==> src/rtl/sfrt_defs.svh <==
`ifndef SFRT_DEFS_SVH
`define SFRT_DEFS_SVH

// ****************************************************************
// register map, byte addresses on the bus
// ****************************************************************
`define SFRT_ADDR_W 8
`define SFRT_OFS_CTRL 8'h00
`define SFRT_OFS_DATA 8'h04
`define SFRT_OFS_VECTOR 8'h08
`define SFRT_OFS_STATUS 8'h0c

// ****************************************************************
// transmit_control field positions and reset value
// ****************************************************************
`define SFRT_BIT_NOCRC 0
`define SFRT_BIT_CRC 1
`define SFRT_BIT_SINGLE 2
`define SFRT_BIT_NORM_BIT_FORMAT_SELECT 3
`define SFRT_BIT_EOD 4
`define SFRT_CTRL_RST 8'h00

// ****************************************************************
// state vector codes and bus answers
// ****************************************************************
`define SFRT_VEC_NONE 8'h00
`define SFRT_VEC_TX_BUFFER_EMPTY_FLAG 8'h10
`define SFRT_VEC_ARB 8'h14
`define SFRT_RESP_OKAY 2'h0
`define SFRT_RESP_SLVERR 2'h2

`endif

==> src/rtl/sfrt_pkg.sv <==
`include "sfrt_defs.svh"

package sfrt_pkg;

  typedef enum logic [3:0] {
    ST_IDLE, ST_MSG, ST_NORM, ST_IFR, ST_RETRY, ST_TAIL_CRC, ST_TAIL_EOD,
    ST_TRAILER
  } sfrt_state_type;

  typedef enum logic [2:0] {
    SYM_BYTE, SYM_CRC, SYM_NORM, SYM_EOD, SYM_ONES
  } sfrt_sym_type;

  typedef enum logic [1:0] {
    MODE_NONE, MODE_SINGLE, MODE_CRC, MODE_NOCRC
  } sfrt_mode_type;

  typedef struct packed {
    logic awready;
    logic wready;
    logic [`SFRT_ADDR_W-1:0] awaddr;
    logic [31:0] wdata;
    logic [3:0] wstrb;
    logic bvalid;
    logic [1:0] bresp;
    logic arready;
    logic rvalid;
    logic [31:0] rdata;
    logic [1:0] rresp;
    logic eod_req;
    logic single_req;
    logic crc_req;
    logic nocrc_req;
    logic norm_bit_format_select;
    logic [7:0] buf_data;
    logic buf_full;
    logic [7:0] shift_data;
    logic shift_full;
    logic tx_buffer_empty_flag;
    logic vec_armed;
    logic arb_flag;
    logic eod_seen;
    sfrt_state_type state;
    sfrt_mode_type act;
    logic sym_valid;
    sfrt_sym_type sym_kind;
    logic [7:0] sym_data;
    logic sym_norm;
    logic in_flight;
  } sfrt_regs_type;

  function automatic sfrt_mode_type sfrt_decode_mode(
    input logic single,
    input logic crc,
    input logic nocrc
  );
    if (single) begin
      return MODE_SINGLE;
    end else if (crc) begin
      return MODE_CRC;
    end else if (nocrc) begin
      return MODE_NOCRC;
    end
    return MODE_NONE;
  endfunction : sfrt_decode_mode

endpackage : sfrt_pkg

==> src/rtl/sfrt_tx_control.sv <==
`include "sfrt_defs.svh"

module sfrt_tx_control (
  input wire logic clk,
  input wire logic arst_n,
  input wire logic [`SFRT_ADDR_W-1:0] s_axi_awaddr,
  input wire logic s_axi_awvalid,
  output logic s_axi_awready,
  input wire logic [31:0] s_axi_wdata,
  input wire logic [3:0] s_axi_wstrb,
  input wire logic s_axi_wvalid,
  output logic s_axi_wready,
  output logic [1:0] s_axi_bresp,
  output logic s_axi_bvalid,
  input wire logic s_axi_bready,
  input wire logic [`SFRT_ADDR_W-1:0] s_axi_araddr,
  input wire logic s_axi_arvalid,
  output logic s_axi_arready,
  output logic [31:0] s_axi_rdata,
  output logic [1:0] s_axi_rresp,
  output logic s_axi_rvalid,
  input wire logic s_axi_rready,
  output logic sym_valid,
  output sfrt_pkg::sfrt_sym_type sym_kind,
  output logic [7:0] sym_data,
  output logic sym_norm,
  input wire logic sym_ready,
  input wire logic tx_done,
  input wire logic crc_first_bit,
  input wire logic arb_lost,
  input wire logic arb_lost_last_bit,
  input wire logic bus_error,
  input wire logic rx_eod_ok,
  input wire logic rx_eof,
  input wire logic rx_byte_done,
  input wire logic peer_norm_seen
);
  import sfrt_pkg::*;

  sfrt_regs_type r;
  sfrt_regs_type next_r;
  sfrt_mode_type eff;
  logic sw_wr;
  logic sw_ctrl_wr;
  logic sw_eod_wr;
  logic idle_tx;
  logic sending;
  logic [7:0] ctrl_rd;
  logic [7:0] vec_rd;

  // ****************************************************************
  // decode of the pending bus write
  // ****************************************************************
  assign sw_wr = !r.awready && !r.wready && !r.bvalid;
  assign sw_ctrl_wr = sw_wr && r.awaddr == `SFRT_OFS_CTRL && r.wstrb[0];
  assign sw_eod_wr = sw_ctrl_wr && r.wdata[`SFRT_BIT_EOD];
  assign eff = sfrt_decode_mode(r.single_req, r.crc_req, r.nocrc_req);
  assign idle_tx = !r.sym_valid && !r.in_flight;
  assign sending = r.state inside {ST_MSG, ST_IFR, ST_NORM, ST_TAIL_CRC,
    ST_TAIL_EOD};

  always_comb begin
    ctrl_rd = `SFRT_CTRL_RST;
    ctrl_rd[`SFRT_BIT_NOCRC] = r.nocrc_req;
    ctrl_rd[`SFRT_BIT_CRC] = r.crc_req;
    ctrl_rd[`SFRT_BIT_SINGLE] = r.single_req;
    ctrl_rd[`SFRT_BIT_NORM_BIT_FORMAT_SELECT] = r.norm_bit_format_select;
    ctrl_rd[`SFRT_BIT_EOD] = r.eod_req;
    if (r.arb_flag) begin
      vec_rd = `SFRT_VEC_ARB;
    end else if (r.tx_buffer_empty_flag) begin
      vec_rd = `SFRT_VEC_TX_BUFFER_EMPTY_FLAG;
    end else begin
      vec_rd = `SFRT_VEC_NONE;
    end
  end

  // ****************************************************************
  // next-state logic
  // ****************************************************************
  always_comb begin
    logic tx_buffer_empty_flag_set;
    logic arb_set;
    logic clr_act;
    tx_buffer_empty_flag_set = 1'b0;
    arb_set = 1'b0;
    clr_act = 1'b0;
    next_r = r;

    // symbol channel to the encoder
    if (r.sym_valid && sym_ready) begin
      next_r.sym_valid = 1'b0;
      next_r.in_flight = 1'b1;
      // a single response keeps its byte for a retry
      if (r.sym_kind == SYM_BYTE && r.act != MODE_SINGLE) begin
        next_r.shift_full = 1'b0;
      end
    end
    if (tx_done) begin
      next_r.in_flight = 1'b0;
    end
    if (rx_eod_ok) begin
      next_r.eod_seen = 1'b1;
    end
    if (rx_eof) begin
      next_r.eod_seen = 1'b0;
    end

    // holding register feeds the shifter stage
    if ((r.state == ST_MSG || (r.state == ST_IFR && r.act != MODE_SINGLE))
        && !r.shift_full && r.buf_full) begin
      next_r.shift_data = r.buf_data;
      next_r.shift_full = 1'b1;
      next_r.buf_full = 1'b0;
      tx_buffer_empty_flag_set = 1'b1;
    end

    case (r.state)
      ST_IDLE: begin
        if (eff != MODE_NONE) begin
          if (rx_eod_ok && !r.eod_seen) begin
            next_r.act = eff;
            next_r.shift_data = r.buf_data;
            next_r.shift_full = r.buf_full;
            next_r.buf_full = 1'b0;
            tx_buffer_empty_flag_set = r.buf_full && eff != MODE_SINGLE;
            // another responder already drove the norm bit
            next_r.state = peer_norm_seen ? ST_IFR : ST_NORM;
          end
        end else if (r.buf_full && !r.eod_seen) begin
          next_r.act = MODE_NONE;
          next_r.state = ST_MSG;
        end
      end
      ST_NORM: begin
        if (idle_tx) begin
          next_r.sym_valid = 1'b1;
          next_r.sym_kind = SYM_NORM;
          next_r.sym_norm = (r.act == MODE_CRC) ^ r.norm_bit_format_select;
        end
        if (tx_done) begin
          next_r.state = ST_IFR;
        end
      end
      ST_MSG, ST_IFR: begin
        if (r.act == MODE_SINGLE && tx_done) begin
          next_r.shift_full = 1'b0;
          next_r.single_req = 1'b0;
          next_r.state = ST_IDLE;
        end else if (idle_tx && r.shift_full) begin
          next_r.sym_valid = 1'b1;
          next_r.sym_kind = SYM_BYTE;
          next_r.sym_data = r.shift_data;
        end else if (idle_tx && !r.buf_full) begin
          if (r.act == MODE_SINGLE) begin
            clr_act = 1'b1;
            next_r.state = ST_IDLE;
          end else if (r.eod_req) begin
            next_r.sym_valid = 1'b1;
            if (r.act == MODE_NOCRC) begin
              next_r.sym_kind = SYM_EOD;
              next_r.state = ST_TAIL_EOD;
            end else begin
              next_r.sym_kind = SYM_CRC;
              next_r.state = ST_TAIL_CRC;
            end
          end else begin
            // underrun: the trailing ones break the byte boundary
            clr_act = 1'b1;
            next_r.state = ST_TRAILER;
          end
        end
      end
      ST_RETRY: begin
        if (rx_byte_done) begin
          next_r.state = ST_IFR;
        end
      end
      ST_TAIL_CRC: begin
        if (r.act == MODE_NONE) begin
          if (crc_first_bit) begin
            next_r.eod_req = 1'b0;
          end
          if (tx_done) begin
            next_r.state = ST_IDLE;
          end
        end else if (tx_done) begin
          next_r.sym_valid = 1'b1;
          next_r.sym_kind = SYM_EOD;
          next_r.state = ST_TAIL_EOD;
        end
      end
      ST_TAIL_EOD: begin
        if (rx_eod_ok) begin
          next_r.eod_req = 1'b0;
          clr_act = 1'b1;
          next_r.in_flight = 1'b0;
          next_r.state = ST_IDLE;
        end
      end
      ST_TRAILER: begin
        if (idle_tx) begin
          next_r.sym_valid = 1'b1;
          next_r.sym_kind = SYM_ONES;
        end
        if (tx_done) begin
          next_r.state = ST_IDLE;
        end
      end
      default: begin
        next_r.state = ST_IDLE;
      end
    endcase

    // ****************************************************************
    // arbitration loss and bus errors
    // ****************************************************************
    if (arb_lost && sending) begin
      arb_set = 1'b1;
      next_r.in_flight = 1'b0;
      next_r.sym_valid = 1'b0;
      if (r.act == MODE_SINGLE) begin
        next_r.state = ST_RETRY;
      end else begin
        next_r.shift_full = 1'b0;
        clr_act = 1'b1;
        next_r.state = arb_lost_last_bit ? ST_TRAILER : ST_IDLE;
      end
    end
    if (clr_act) begin
      case (r.act)
        MODE_SINGLE: next_r.single_req = 1'b0;
        MODE_CRC: next_r.crc_req = 1'b0;
        MODE_NOCRC: next_r.nocrc_req = 1'b0;
        default: ;
      endcase
    end
    if (bus_error) begin
      next_r.state = ST_IDLE;
      next_r.sym_valid = 1'b0;
      next_r.in_flight = 1'b0;
      next_r.shift_full = 1'b0;
      next_r.eod_req = 1'b0;
      next_r.single_req = 1'b0;
      next_r.crc_req = 1'b0;
      next_r.nocrc_req = 1'b0;
    end

    // ****************************************************************
    // bus write side
    // ****************************************************************
    if (r.awready && s_axi_awvalid) begin
      next_r.awready = 1'b0;
      next_r.awaddr = s_axi_awaddr;
    end
    if (r.wready && s_axi_wvalid) begin
      next_r.wready = 1'b0;
      next_r.wdata = s_axi_wdata;
      next_r.wstrb = s_axi_wstrb;
    end
    if (sw_wr) begin
      next_r.bvalid = 1'b1;
      next_r.bresp = `SFRT_RESP_OKAY;
      case (r.awaddr)
        `SFRT_OFS_CTRL: begin
          if (r.wstrb[0]) begin
            next_r.norm_bit_format_select = r.wdata[`SFRT_BIT_NORM_BIT_FORMAT_SELECT];
            // bits read back as written; a fresh set is refused late
            next_r.single_req = r.wdata[`SFRT_BIT_SINGLE]
              && !(r.eod_seen && !r.single_req);
            next_r.crc_req = r.wdata[`SFRT_BIT_CRC]
              && !(r.eod_seen && !r.crc_req);
            next_r.nocrc_req = r.wdata[`SFRT_BIT_NOCRC]
              && !(r.eod_seen && !r.nocrc_req);
          end
        end
        `SFRT_OFS_DATA: begin
          if (r.wstrb[0]) begin
            next_r.buf_data = r.wdata[7:0];
            next_r.buf_full = 1'b1;
            if (r.vec_armed) begin
              next_r.tx_buffer_empty_flag = 1'b0;
              next_r.vec_armed = 1'b0;
            end
          end
        end
        `SFRT_OFS_VECTOR, `SFRT_OFS_STATUS: ;
        default: next_r.bresp = `SFRT_RESP_SLVERR;
      endcase
    end
    if (sw_eod_wr) begin
      next_r.eod_req = 1'b1;
      next_r.single_req = 1'b0;
      if (r.act == MODE_SINGLE && r.state inside {ST_IFR, ST_RETRY}) begin
        next_r.state = ST_IDLE;
        next_r.shift_full = 1'b0;
        next_r.sym_valid = 1'b0;
      end
    end
    if (r.bvalid && s_axi_bready) begin
      next_r.bvalid = 1'b0;
      next_r.awready = 1'b1;
      next_r.wready = 1'b1;
    end

    // ****************************************************************
    // bus read side
    // ****************************************************************
    if (r.arready && s_axi_arvalid) begin
      next_r.arready = 1'b0;
      next_r.rvalid = 1'b1;
      next_r.rresp = `SFRT_RESP_OKAY;
      next_r.rdata = 32'h0;
      case (s_axi_araddr)
        `SFRT_OFS_CTRL: next_r.rdata[7:0] = ctrl_rd;
        `SFRT_OFS_DATA: next_r.rdata[7:0] = r.buf_data;
        `SFRT_OFS_VECTOR: begin
          next_r.rdata[7:0] = vec_rd;
          next_r.arb_flag = 1'b0;
          next_r.vec_armed = r.tx_buffer_empty_flag;
        end
        `SFRT_OFS_STATUS: begin
          next_r.rdata = {22'h0, r.eod_seen, r.in_flight, r.buf_full,
            r.shift_full, r.act, r.state};
        end
        default: next_r.rresp = `SFRT_RESP_SLVERR;
      endcase
    end
    if (r.rvalid && s_axi_rready) begin
      next_r.rvalid = 1'b0;
      next_r.arready = 1'b1;
    end

    // hardware sets win over software clears, except end-of-data
    if (tx_buffer_empty_flag_set && !sw_eod_wr) begin
      next_r.tx_buffer_empty_flag = 1'b1;
    end
    if (sw_eod_wr) begin
      next_r.tx_buffer_empty_flag = 1'b0;
    end
    if (arb_set) begin
      next_r.arb_flag = 1'b1;
    end
  end

  always_ff @(posedge clk or negedge arst_n) begin
    if (!arst_n) begin
      r <= '0;
      r.awready <= 1'b1;
      r.wready <= 1'b1;
      r.arready <= 1'b1;
    end else begin
      r <= next_r;
    end
  end

  assign s_axi_awready = r.awready;
  assign s_axi_wready = r.wready;
  assign s_axi_bvalid = r.bvalid;
  assign s_axi_bresp = r.bresp;
  assign s_axi_arready = r.arready;
  assign s_axi_rvalid = r.rvalid;
  assign s_axi_rdata = r.rdata;
  assign s_axi_rresp = r.rresp;
  assign sym_valid = r.sym_valid;
  assign sym_kind = r.sym_kind;
  assign sym_data = r.sym_data;
  assign sym_norm = r.sym_norm;
endmodule : sfrt_tx_control

==> config.mk <==
export PLATFORM = sky130hd
export DESIGN_NAME = sfrt_tx_control
export DESIGN_NICKNAME = d
export VERILOG_FILES = /design/src/rtl/sfrt_pkg.sv /design/src/rtl/sfrt_tx_control.sv
export VERILOG_INCLUDE_DIRS = /design/src /design/src/rtl
export SDC_FILE = /design/constraint.sdc
export NUM_CORES = 1
export LEC_CHECK = 0
export ABC_AREA = 0
export BUFFER_PORTS_ARGS = -buffer_cell sky130_fd_sc_hd__buf_2
export CORE_ASPECT_RATIO = 1.4
export CORE_MARGIN = 5
export CORE_UTILIZATION = 52
export CTS_CLUSTER_DIAMETER = 60
export DETAILED_ROUTE_END_ITERATION = 10
export PLACE_DENSITY = 0.8
export SYNTH_ARGS = -nofsm -noshare
export SYNTH_HDL_FRONTEND = slang
export SYNTH_SLANG_ARGS = --single-unit
==> constraint.sdc <==
create_clock -name clk -period 2 [get_ports clk]
set_input_delay 0.4 -clock clk [delete_from_list [all_inputs] [get_ports clk]]
set_output_delay 0.4 -clock clk [all_outputs]
set_load 0.005 [all_outputs]
==> results of run 1 <==
==> power by group <==
part / switching (uW) / total, uW / leakage, uW / internal [uW]
clock: 633 / 1640 / 0.000147 / 1010
combinational: 516 / 1060 / 0.00118 / 547
sequential: 305 / 2290 / 0.00105 / 1980
total: 1450 / 4990 / 0.00239 / 3530
==> state kept, by name (all words and copies together) (netlist names), 3 cells and up <==
signal       flops
r               46
s_axi_rdata     10
sym_data         8
sym_kind         3
ctrl_rd          5
==> logic make-up (layout without fill, tap and decap cells) <==
group,after synthesis,after routing,share of synthesized area
simple gates,105,105,0.143
flops,81,81,0.481
compound gates,74,74,0.121
buf+inv,73,130,0.110
mux,52,52,0.142
other cells,1,25,0.000888
xor+xnor,1,1,0.00207
==> cell usage after synthesis (2+ instances only) <==
library cell  number
and3_1             2
nand4_1            6
o31ai_1            2
inv_1             16
nor2b_1           11
o21ai_1            4
or3_1              2
dfstp_2            3
o22ai_1            2
o21a_1             2
or2_2              2
buf_4             49
a31oi_1            3
a22oi_1            2
a32o_1             2
mux4_2             2
a21o_1             3
a21oi_1           13
a211oi_1           3
buf_2              5
and2_1             2
a22o_1             5
nand2_1           30
a2bb2oi_1          2
nor3_1             9
mux2_2            42
nand2b_1           4
nand3b_1           3
nand3_1            8
o21ai_0           19
clkbuf_1           3
mux2i_1            8
nor4_1             2
o2111ai_1          4
nor4_2             2
o211ai_1           2
dfrtp_1           78
nor2_1            10
==> worst paths after layout <==
check	to	startpoint	slack, ns	cells past startpoint
min	r[20]	rx_eof	0.22	2
max in group asynchronous	s_axi_awready	arst_n	0.92	3
min reg2reg	s_axi_rdata[8]	s_axi_rdata[8]	0.48	2
min in group asynchronous	sym_data[5]	arst_n	0.50	2
max reg2reg	ctrl_rd[0]	r[17]	0.13	5
max	ctrl_rd[0]	r[17]	0.13	5
==> through the flow <==
step	power (uW)	util	instance area, um2
after floorplan	3000	-	4310
after global placement	3310	0.572	4600
after detailed placement	3370	0.572	4600
after CTS	5030	0.610	4910
after global routing	5270	0.611	4920
final	4990	0.611	4920
==> metal layers <==
layer  routed length (um)  global-route usage
met5                    0                   0
met4                  338              0.0998
met3                  757              0.0565
met2                 5140               0.380
met1                 3590               0.230
==> placed cells by master, fill, tap and decap left out, drive strengths merged, types with 3 or more instances in the layout <==
master   count
conb        25
buf         97
a21o         3
mux2        42
or3          3
o2111ai      4
a31oi        3
dfrtp       78
clkbuf      12
a22o         5
nand4        7
dfstp        3
a211oi       3
nand3        8
nor2b       11
nor2        11
nor3         9
a21oi       13
nand3b       4
nor4         5
o21ai       23
nand2       30
inv         17
mux2i        8
nand2b       4
==> area by class of cell <==
type | count | share of cell area
Clock buffer | 12 | 0.0501
Tap cell | 102 | 0.0259
Sequential cell | 81 | 0.413
Timing Repair Buffer | 98 | 0.117
Multi-Input combinational cell | 257 | 0.371
Inverter | 16 | 0.0122
Clock inverter | 4 | 0.0107
==> timing repair <==
| action | in CTS | in global routing |
|---|---|---|
| setup endpoints to repair | 0 | 1 |
| resized for setup | 0 | 1 |
| hold buffers | 1 | 0 |
| hold endpoints to repair | 22 | 0 |
==> impl_metrics.env, run 1 <==
export IMPL_dp_cells=553
export IMPL_finalWorstSetupSlack_ns=0.127
export IMPL_period_share=0.936
export IMPL_powerDensity_nw_per_um2=1010
export IMPL_rows=39
export IMPL_portBuffers=71
export IMPL_regArea_um2=2030
export IMPL_fill_cells=688
export IMPL_yosysTopAreaCellShare=0.462
export IMPL_p_leak_uw=0.00239
export IMPL_clk_root_buffer_cell="clkbuf_16"
export IMPL_vias_per_cell=5.56
export IMPL_cp_top_family="compound AO/OA/AOI/OAI gates"
export IMPL_synth_edf_count=0
export IMPL_synth_avg_cell_area_um2=10.9
export IMPL_yosys_warnings=0
export IMPL_dp_hpwl_um=7640
export IMPL_avgRoutedWirePerCell_um=17.2
export IMPL_setup_viol=0
export IMPL_multi_input_area_um2=1830
export IMPL_maxSlewHeadroom=0.665
export IMPL_place_gp_congestion=0.996
export IMPL_worst_path_buf_inv=0
export IMPL_track_usage=0.211
export IMPL_synth_cells=387
export IMPL_final_antenna_net_count=0
export IMPL_cp_end_kind="flip-flop"
export IMPL_synthDistinctLibCells=58
export IMPL_crit_required_ns=2.21
export IMPL_cts_buffer_depth=2
export IMPL_clock_latency_ns=0.34
export IMPL_path_max_fanout=7
export IMPL_antenna_found_initial=0
export IMPL_fin_crit_ns=1.87
export IMPL_syn2layout_area_growth_pct=16.4
export IMPL_fin_nets=532
export IMPL_grt_max_degree=43
export IMPL_drt_iter0_drc=168
export IMPL_ys_seq_area_frac=0.481
export IMPL_status="finished, final reports clean"
export IMPL_cts_tree="built"
export IMPL_hp_class="input pin to flip-flop"
export IMPL_wl_um=9830
export IMPL_tns_ns=0
export IMPL_slew_violations=0
export IMPL_stdcell_count=570
export IMPL_ios=123
export IMPL_drv_cap=0
export IMPL_first_global_vias=3381
export IMPL_pre_cts_ws_ns=0.154
export IMPL_grt_overflow=0
export IMPL_ir_drop_v=0.000777
export IMPL_n_antenna_cell=0
export IMPL_hold_viol=0
export IMPL_die_h_um=117
export IMPL_clk_pin_slew_ns=0.06
export IMPL_core_area_um2=8050
export IMPL_critPathLaunchType="flip-flop"
export IMPL_path_class="flip-flop to flip-flop"
export IMPL_dieWidth_um=86.2
export IMPL_cts_sinks=81
export IMPL_postCtsSetupRepairBufs=0
export IMPL_timing_hold_ws_ns=0.215
export IMPL_grt_pass1_wl_um=16300
export IMPL_tightest_slew_ns=0.502
export IMPL_ys_ff_latch=81
export IMPL_cp_slowest_cell="a2111oi_4"
export IMPL_cts_made_buffers=9
export IMPL_synth_area_top_cells="dfrtp_1, mux2_2, buf_4, nand2_1, o21ai_0"
export IMPL_netlist_area_um2=4220
export IMPL_synth_area_leader_cell="dfrtp_1"
export IMPL_htree_levels=3
export IMPL_num_vias=3172
export IMPL_dr_pass1_iters=5
export IMPL_fin_skew_ns=0.00727
export IMPL_cp_data_arrival_time_ns=2.08
export IMPL_fmax_ghz=0.534
export IMPL_dieArea_um2=10100
export IMPL_crit_chain="and2_1, a2111oi_4, a221oi_2, o2111ai_1, o21ai_0"
export IMPL_start_util=0.525
export IMPL_ys_flop_type="dfrtp_1"
export IMPL_drc=0
export IMPL_drive_gt1_frac=0.368
export IMPL_slowest_delay_ns=0.55
export IMPL_synthArstFlopShare=1.00
Note: power is estimated with default switching activity, not from simulation.
==> inputs of run 2 (changes only) <==
--- a/config.mk
+++ b/config.mk
@@ -14,4 +14,5 @@
 export CTS_CLUSTER_DIAMETER = 60
 export DETAILED_ROUTE_END_ITERATION = 10
+export GPL_ROUTABILITY_DRIVEN = 0
 export PLACE_DENSITY = 0.8
 export SYNTH_ARGS = -nofsm -noshare
==> constraint.sdc (replaced) <==
create_clock -name clk -period 2 [get_ports clk]
set_input_delay 0.4 -clock clk [delete_from_list [all_inputs] [get_ports clk]]
set_output_delay 0.4 -clock clk [all_outputs]
set_load 0.05 [all_outputs]
==> run 2 against run 1 <==
  * Clock skew shrank 0.0020 ns
  * Worst hold slack lost 0.14 ns
  * Non-clock buffer count shrank 5
  * Combinational power grew 32%
  * Critical path type unchanged
  * Via count grew 1.0%
  * Critical path depth grew 1
  * Critical endpoint is now r[24]
  * Sequential cell count is the same
  * Wire length shrank 3.4%
  * Register-to-register slack is essentially flat
==> impl_metrics.env, run 2 (synthesis results as in run 1) <==
export IMPL_first_global_vias=3085
export IMPL_hp_class="input pin to async pin"
export IMPL_cts_sinks=81
export IMPL_rr_startpoint="r[19]"
export IMPL_hold_viol=0
export IMPL_grt_max_degree=82
export IMPL_num_vias=3204
export IMPL_drive_gt1_frac=0.365
export IMPL_grt_overflow=0
export IMPL_slew_violations=0
export IMPL_period_share=0.943
export IMPL_core_area_um2=8050
export IMPL_avgRoutedWirePerCell_um=16.8
export IMPL_final_area_um2=4910
export IMPL_htree_levels=3
export IMPL_start_util=0.525
export IMPL_cts_buffer_depth=2
export IMPL_cts_made_buffers=9
export IMPL_reg2reg_slack_ns=0.11
export IMPL_critPathLaunchType="flip-flop"
export IMPL_dieArea_um2=10100
export IMPL_dr_pass1_iters=5
export IMPL_rr_worst_depth=6
export IMPL_postCtsSetupRepairBufs=0
export IMPL_cp_end_kind="flip-flop"
export IMPL_path_max_fanout=6
export IMPL_dieWidth_um=86.2
export IMPL_layout_common_cells="dfrtp_1, buf_2, mux2_2"
export IMPL_drc=0
export IMPL_crit_required_ns=2.28
export IMPL_final_common_cell="dfrtp_1"
export IMPL_syn2layout_area_growth_pct=16.2
export IMPL_regMostFlops="r"
export IMPL_fin_util=0.609
export IMPL_cts_tree="built"
export IMPL_die_h_um=117
export IMPL_clk_root_buffer_cell="clkbuf_16"
export IMPL_vias_per_cell=5.67
export IMPL_cp_endpoint="r[24]"
export IMPL_place_area_um2=4570
export IMPL_cts_hold_buffers=0
export IMPL_fill_cells=681
export IMPL_clock_latency_ns=0.34
export IMPL_cts_resized=0
export IMPL_p_leak_uw=0.00238
export IMPL_grt_pass1_wl_um=15000
export IMPL_n_antenna_cell=0
export IMPL_r2r_end="r[24]"
export IMPL_setup_viol=0
export IMPL_ios=123
export IMPL_drv_cap=0
export IMPL_fmax_ghz=0.530
export IMPL_antenna_found_initial=0
export IMPL_maxSlewHeadroom=0.625
export IMPL_tns_ns=0
export IMPL_cp_data_arrival_time_ns=2.16
export IMPL_tightest_slew_ns=0.563
export IMPL_rsz0062_at_grt="no"
export IMPL_path_class="flip-flop to flip-flop"
export IMPL_fin_crit_ns=1.89
export IMPL_drt_iter0_drc=313
export IMPL_largest_reg_flops=46
export IMPL_portBuffers=71
export IMPL_fin_skew_ns=0.00522
export IMPL_final_antenna_net_count=0
export IMPL_ir_drop_v=0.000683
export IMPL_status="finished, final reports clean"
export IMPL_clk_pin_slew_ns=0.06
export IMPL_rows=39
export IMPL_powerDensity_nw_per_um2=1120
export IMPL_dp_hpwl_um=7040
export IMPL_wl_um=9490
export IMPL_track_usage=0.195
export IMPL_fin_nets=527
export IMPL_setup_worst_path_start="r[19]"
export IMPL_timing_hold_ws_ns=0.0751
-- run 2: area by class of cell --
cell class,instances,area (um2),area share
tap,102,128,0.0260
clock buffer,10,239,0.0487
multi-input combinational,257,1820,0.371
clock inverter,6,95.1,0.0194
sequential,81,2030,0.414
inverter,16,60.1,0.0122
timing repair buffer,93,536,0.109
-- run 2: worst max-delay path: stages, from the launching register on --
cell and delay, ns:
dfrtp_1 0.47, buf_4 0.20, or3b_1 0.43, a21oi_1 0.22
nor4_1 0.09, o22ai_1 0.20, and3b_1 0.20
-- run 2: metal layers --
| metal | wire length [um] | vias up | track usage |
|---|---|---|---|
| met1 | 3600 | 1534 | 0.228 |
| met5 | 0 | - | 0 |
| met2 | 4750 | 178 | 0.334 |
| met3 | 824 | 30 | 0.0543 |
| li1 | - | 1462 | - |
| met4 | 319 | 0 | 0.0894 |
-- run 2: report_power, final --
group          internal [uW]  total (uW)  switching (uW)
clock                   1140        1820             675
combinational            540        1400             858
sequential              1980        2280             293
total                   3660        5490            1830
-- run 2: how the worst min path moves through the flow --
stage          startpoint          end  slack [ns]
3_5_place_dp       arst_n  sym_data[7]        0.46
2_1_floorplan      arst_n   ctrl_rd[0]        0.10
4_1_cts            arst_n  sym_data[5]         0.1
5_1_grt            arst_n  sym_data[7]        0.11
6_report           arst_n  sym_data[7]        0.08
3_3_place_gp       arst_n  sym_data[7]        0.46
-- run 2: stage by stage --
stage / std cells / power, uW / setup WS, ns
after floorplan: 411 / 3350 / 0.153
after global placement: 549 / 3630 / 0.146
after detailed placement: 549 / 3690 / 0.130
after CTS: 565 / 5530 / 0.120
after global routing: 565 / 5760 / 0.0255
final: 565 / 5490 / 0.114
==> inputs of run 3 (changes only) <==
- CORE_ASPECT_RATIO: 1.4 -> not set
==> run 3 against run 2 <==
  * Global-route usage fell by 0.28 points
  * Sequential share of layout area grew 1.1 points
  * Sequential power about the same
  * Wire length decreased by 0.19%
  * Final area shrank 2.6%
  * Core utilization up 0.27 points
  * Total power shrank 13%
  * Critical endpoint is now r[30]
==> impl_metrics.env, run 3 (synthesis results as in run 1) <==
export IMPL_slowest_delay_ns=0.51
export IMPL_switching_share=0.367
export IMPL_dp_hpwl_um=7180
export IMPL_critPathLaunchType="flip-flop"
export IMPL_clk_pin_slew_ns=0.08
export IMPL_cts_tree="built"
export IMPL_tns_ns=0
export IMPL_dieArea_um2=10000
export IMPL_cp_end_kind="flip-flop"
export IMPL_crit_required_ns=2.24
export IMPL_grt_pass1_wl_um=15300
export IMPL_drt_met1_wl_um=3730
export IMPL_top_layer="met4"
export IMPL_fin_nets=531
export IMPL_cts_sinks=81
export IMPL_rsz0062_at_grt="no"
export IMPL_hold_viol=0
export IMPL_clk_root_buffer_cell="clkbuf_8"
export IMPL_core_area_um2=7810
export IMPL_worst_path_buf_inv=1
export IMPL_portBuffers=71
export IMPL_cp_data_arrival_time_ns=2.17
export IMPL_htree_levels=3
export IMPL_start_util=0.541
export IMPL_syn2layout_area_growth_pct=13.2
export IMPL_status="finished, final reports clean"
export IMPL_reg2reg_slack_ns=0.07
export IMPL_p_int_uw=3020
export IMPL_cp_top_family="compound AO/OA/AOI/OAI gates"
export IMPL_tightest_slew_ns=0.598
export IMPL_setup_viol=0
export IMPL_vias_per_cell=5.70
export IMPL_track_usage=0.193
export IMPL_pre_cts_ws_ns=0.0690
export IMPL_grt_max_degree=42
export IMPL_cp_slowest_cell="dfrtp_1"
export IMPL_dr_pass1_iters=6
export IMPL_powerDensity_nw_per_um2=999
export IMPL_final_common_cell="dfrtp_1"
export IMPL_wl_met2_um=4360
export IMPL_path_class="flip-flop to flip-flop"
export IMPL_slew_violations=0
export IMPL_rows=32
export IMPL_p_seq_frac=0.475
export IMPL_antenna_found_initial=0
export IMPL_fmax_ghz=0.519
export IMPL_avgRoutedWirePerCell_um=16.7
export IMPL_drc=0
export IMPL_n_antenna_cell=0
export IMPL_drive_gt1_frac=0.364
export IMPL_power_switching_uw=1750
export IMPL_clock_latency_ns=0.35
export IMPL_first_global_vias=3220
export IMPL_maxSlewHeadroom=0.602
export IMPL_largest_reg_flops=46
export IMPL_crit_chain="inv_1, o2111ai_1, o21a_1, mux2_2"
export IMPL_layout_common_cells="dfrtp_1, buf_2, mux2_2"
export IMPL_grt_overflow=0
export IMPL_p_leak_uw=0.00231
export IMPL_fin_crit_ns=1.93
export IMPL_die_h_um=100
export IMPL_cts_made_buffers=9
export IMPL_wl_um=9470
export IMPL_fin_skew_ns=0.00752
export IMPL_dieWidth_um=100
export IMPL_regMostFlops="r"
export IMPL_drv_cap=0
export IMPL_cts_buffer_depth=2
export IMPL_ir_drop_v=0.000911
export IMPL_hp_class="input pin to flip-flop"
export IMPL_finalWorstSetupSlack_ns=0.0731
export IMPL_ios=123
export IMPL_p_clk_frac=0.224
export IMPL_final_antenna_net_count=0
export IMPL_num_vias=3243
export IMPL_period_share=0.963
export IMPL_combPwrFrac=0.301
export IMPL_path_max_fanout=9
export IMPL_drt_iter0_drc=201
export IMPL_wl_met3_um=1090
run 3: cell types whose count changed in the layout (fill, tap and decap cells not counted):
cell and change:
clkbuf_16 -9, clkbuf_8 +9, buf_4 +3, inv_6 -3, bufinv_16 -2, clkbuf_1 +2, clkinvlp_4 +2, clkinv_2 +1
dlygate4sd3_1 +1
run 3: stage by stage:
| step | total power (uW) | area [um2] | hold WS [ns] | cells | util |
|---|---|---|---|---|---|
| 6_report | 4780 | 4780 | 0.207 | 569 | 0.612 |
| 5_1_grt | 5020 | 4780 | 0.201 | 569 | 0.612 |
| 4_1_cts | 4780 | 4770 | 0.201 | 568 | 0.611 |
| 3_5_place_dp | 3720 | 4590 | 0.255 | 551 | 0.588 |
| 3_3_place_gp | 3650 | 4590 | 0.254 | 551 | 0.588 |
| 2_1_floorplan | 3350 | 4310 | 0.104 | 411 | - |
run 3: final timing paths:
path                                      from        endpoint  depth (start not counted)
worst min register to register  s_axi_rdata[8]  s_axi_rdata[8]                          2
worst max-delay path                     r[17]           r[30]                          4
worst min-delay path             s_axi_awvalid   s_axi_awready                          2
max in group asynchronous               arst_n   s_axi_awready                          3
min in group asynchronous               arst_n           r[95]                          2
worst max register to register           r[17]           r[30]                          4
run 3: power groups by stage:
stage | combinational, uW | sequential [uW] | clock (uW)
final | 1440 | 2270 | 1070
after global routing | 1560 | 2310 | 1150
after CTS | 1430 | 2260 | 1080
after detailed placement | 1420 | 2290 | 0
after global placement | 1390 | 2260 | 0
after floorplan | 1020 | 2330 | 0
run 3: timing repair:
| action | CTS | global route |
|---|---|---|
| buffers inserted | 0 | 1 |
| hold endpoints to repair | 11 | 0 |
| setup endpoints to repair | 0 | 2 |
| hold buffers | 1 | 0 |
| gates resized for setup | 0 | 0 |
run 3: metal layers:
layer,track usage,vias to the layer above
met1,0.241,1522
met3,0.0556,35
met2,0.311,214
li1,-,1472
met5,0,-
met4,0.0850,0
run 3: final cells by class:
cell class | instances | area [um2]
clock buffer | 12 | 145
tap | 102 | 128
timing repair buffer | 97 | 568
fill | 650 | 3030
sequential | 81 | 2030
clock inverter | 4 | 28.8
inverter | 16 | 60.1
multi-input combinational | 257 | 1820
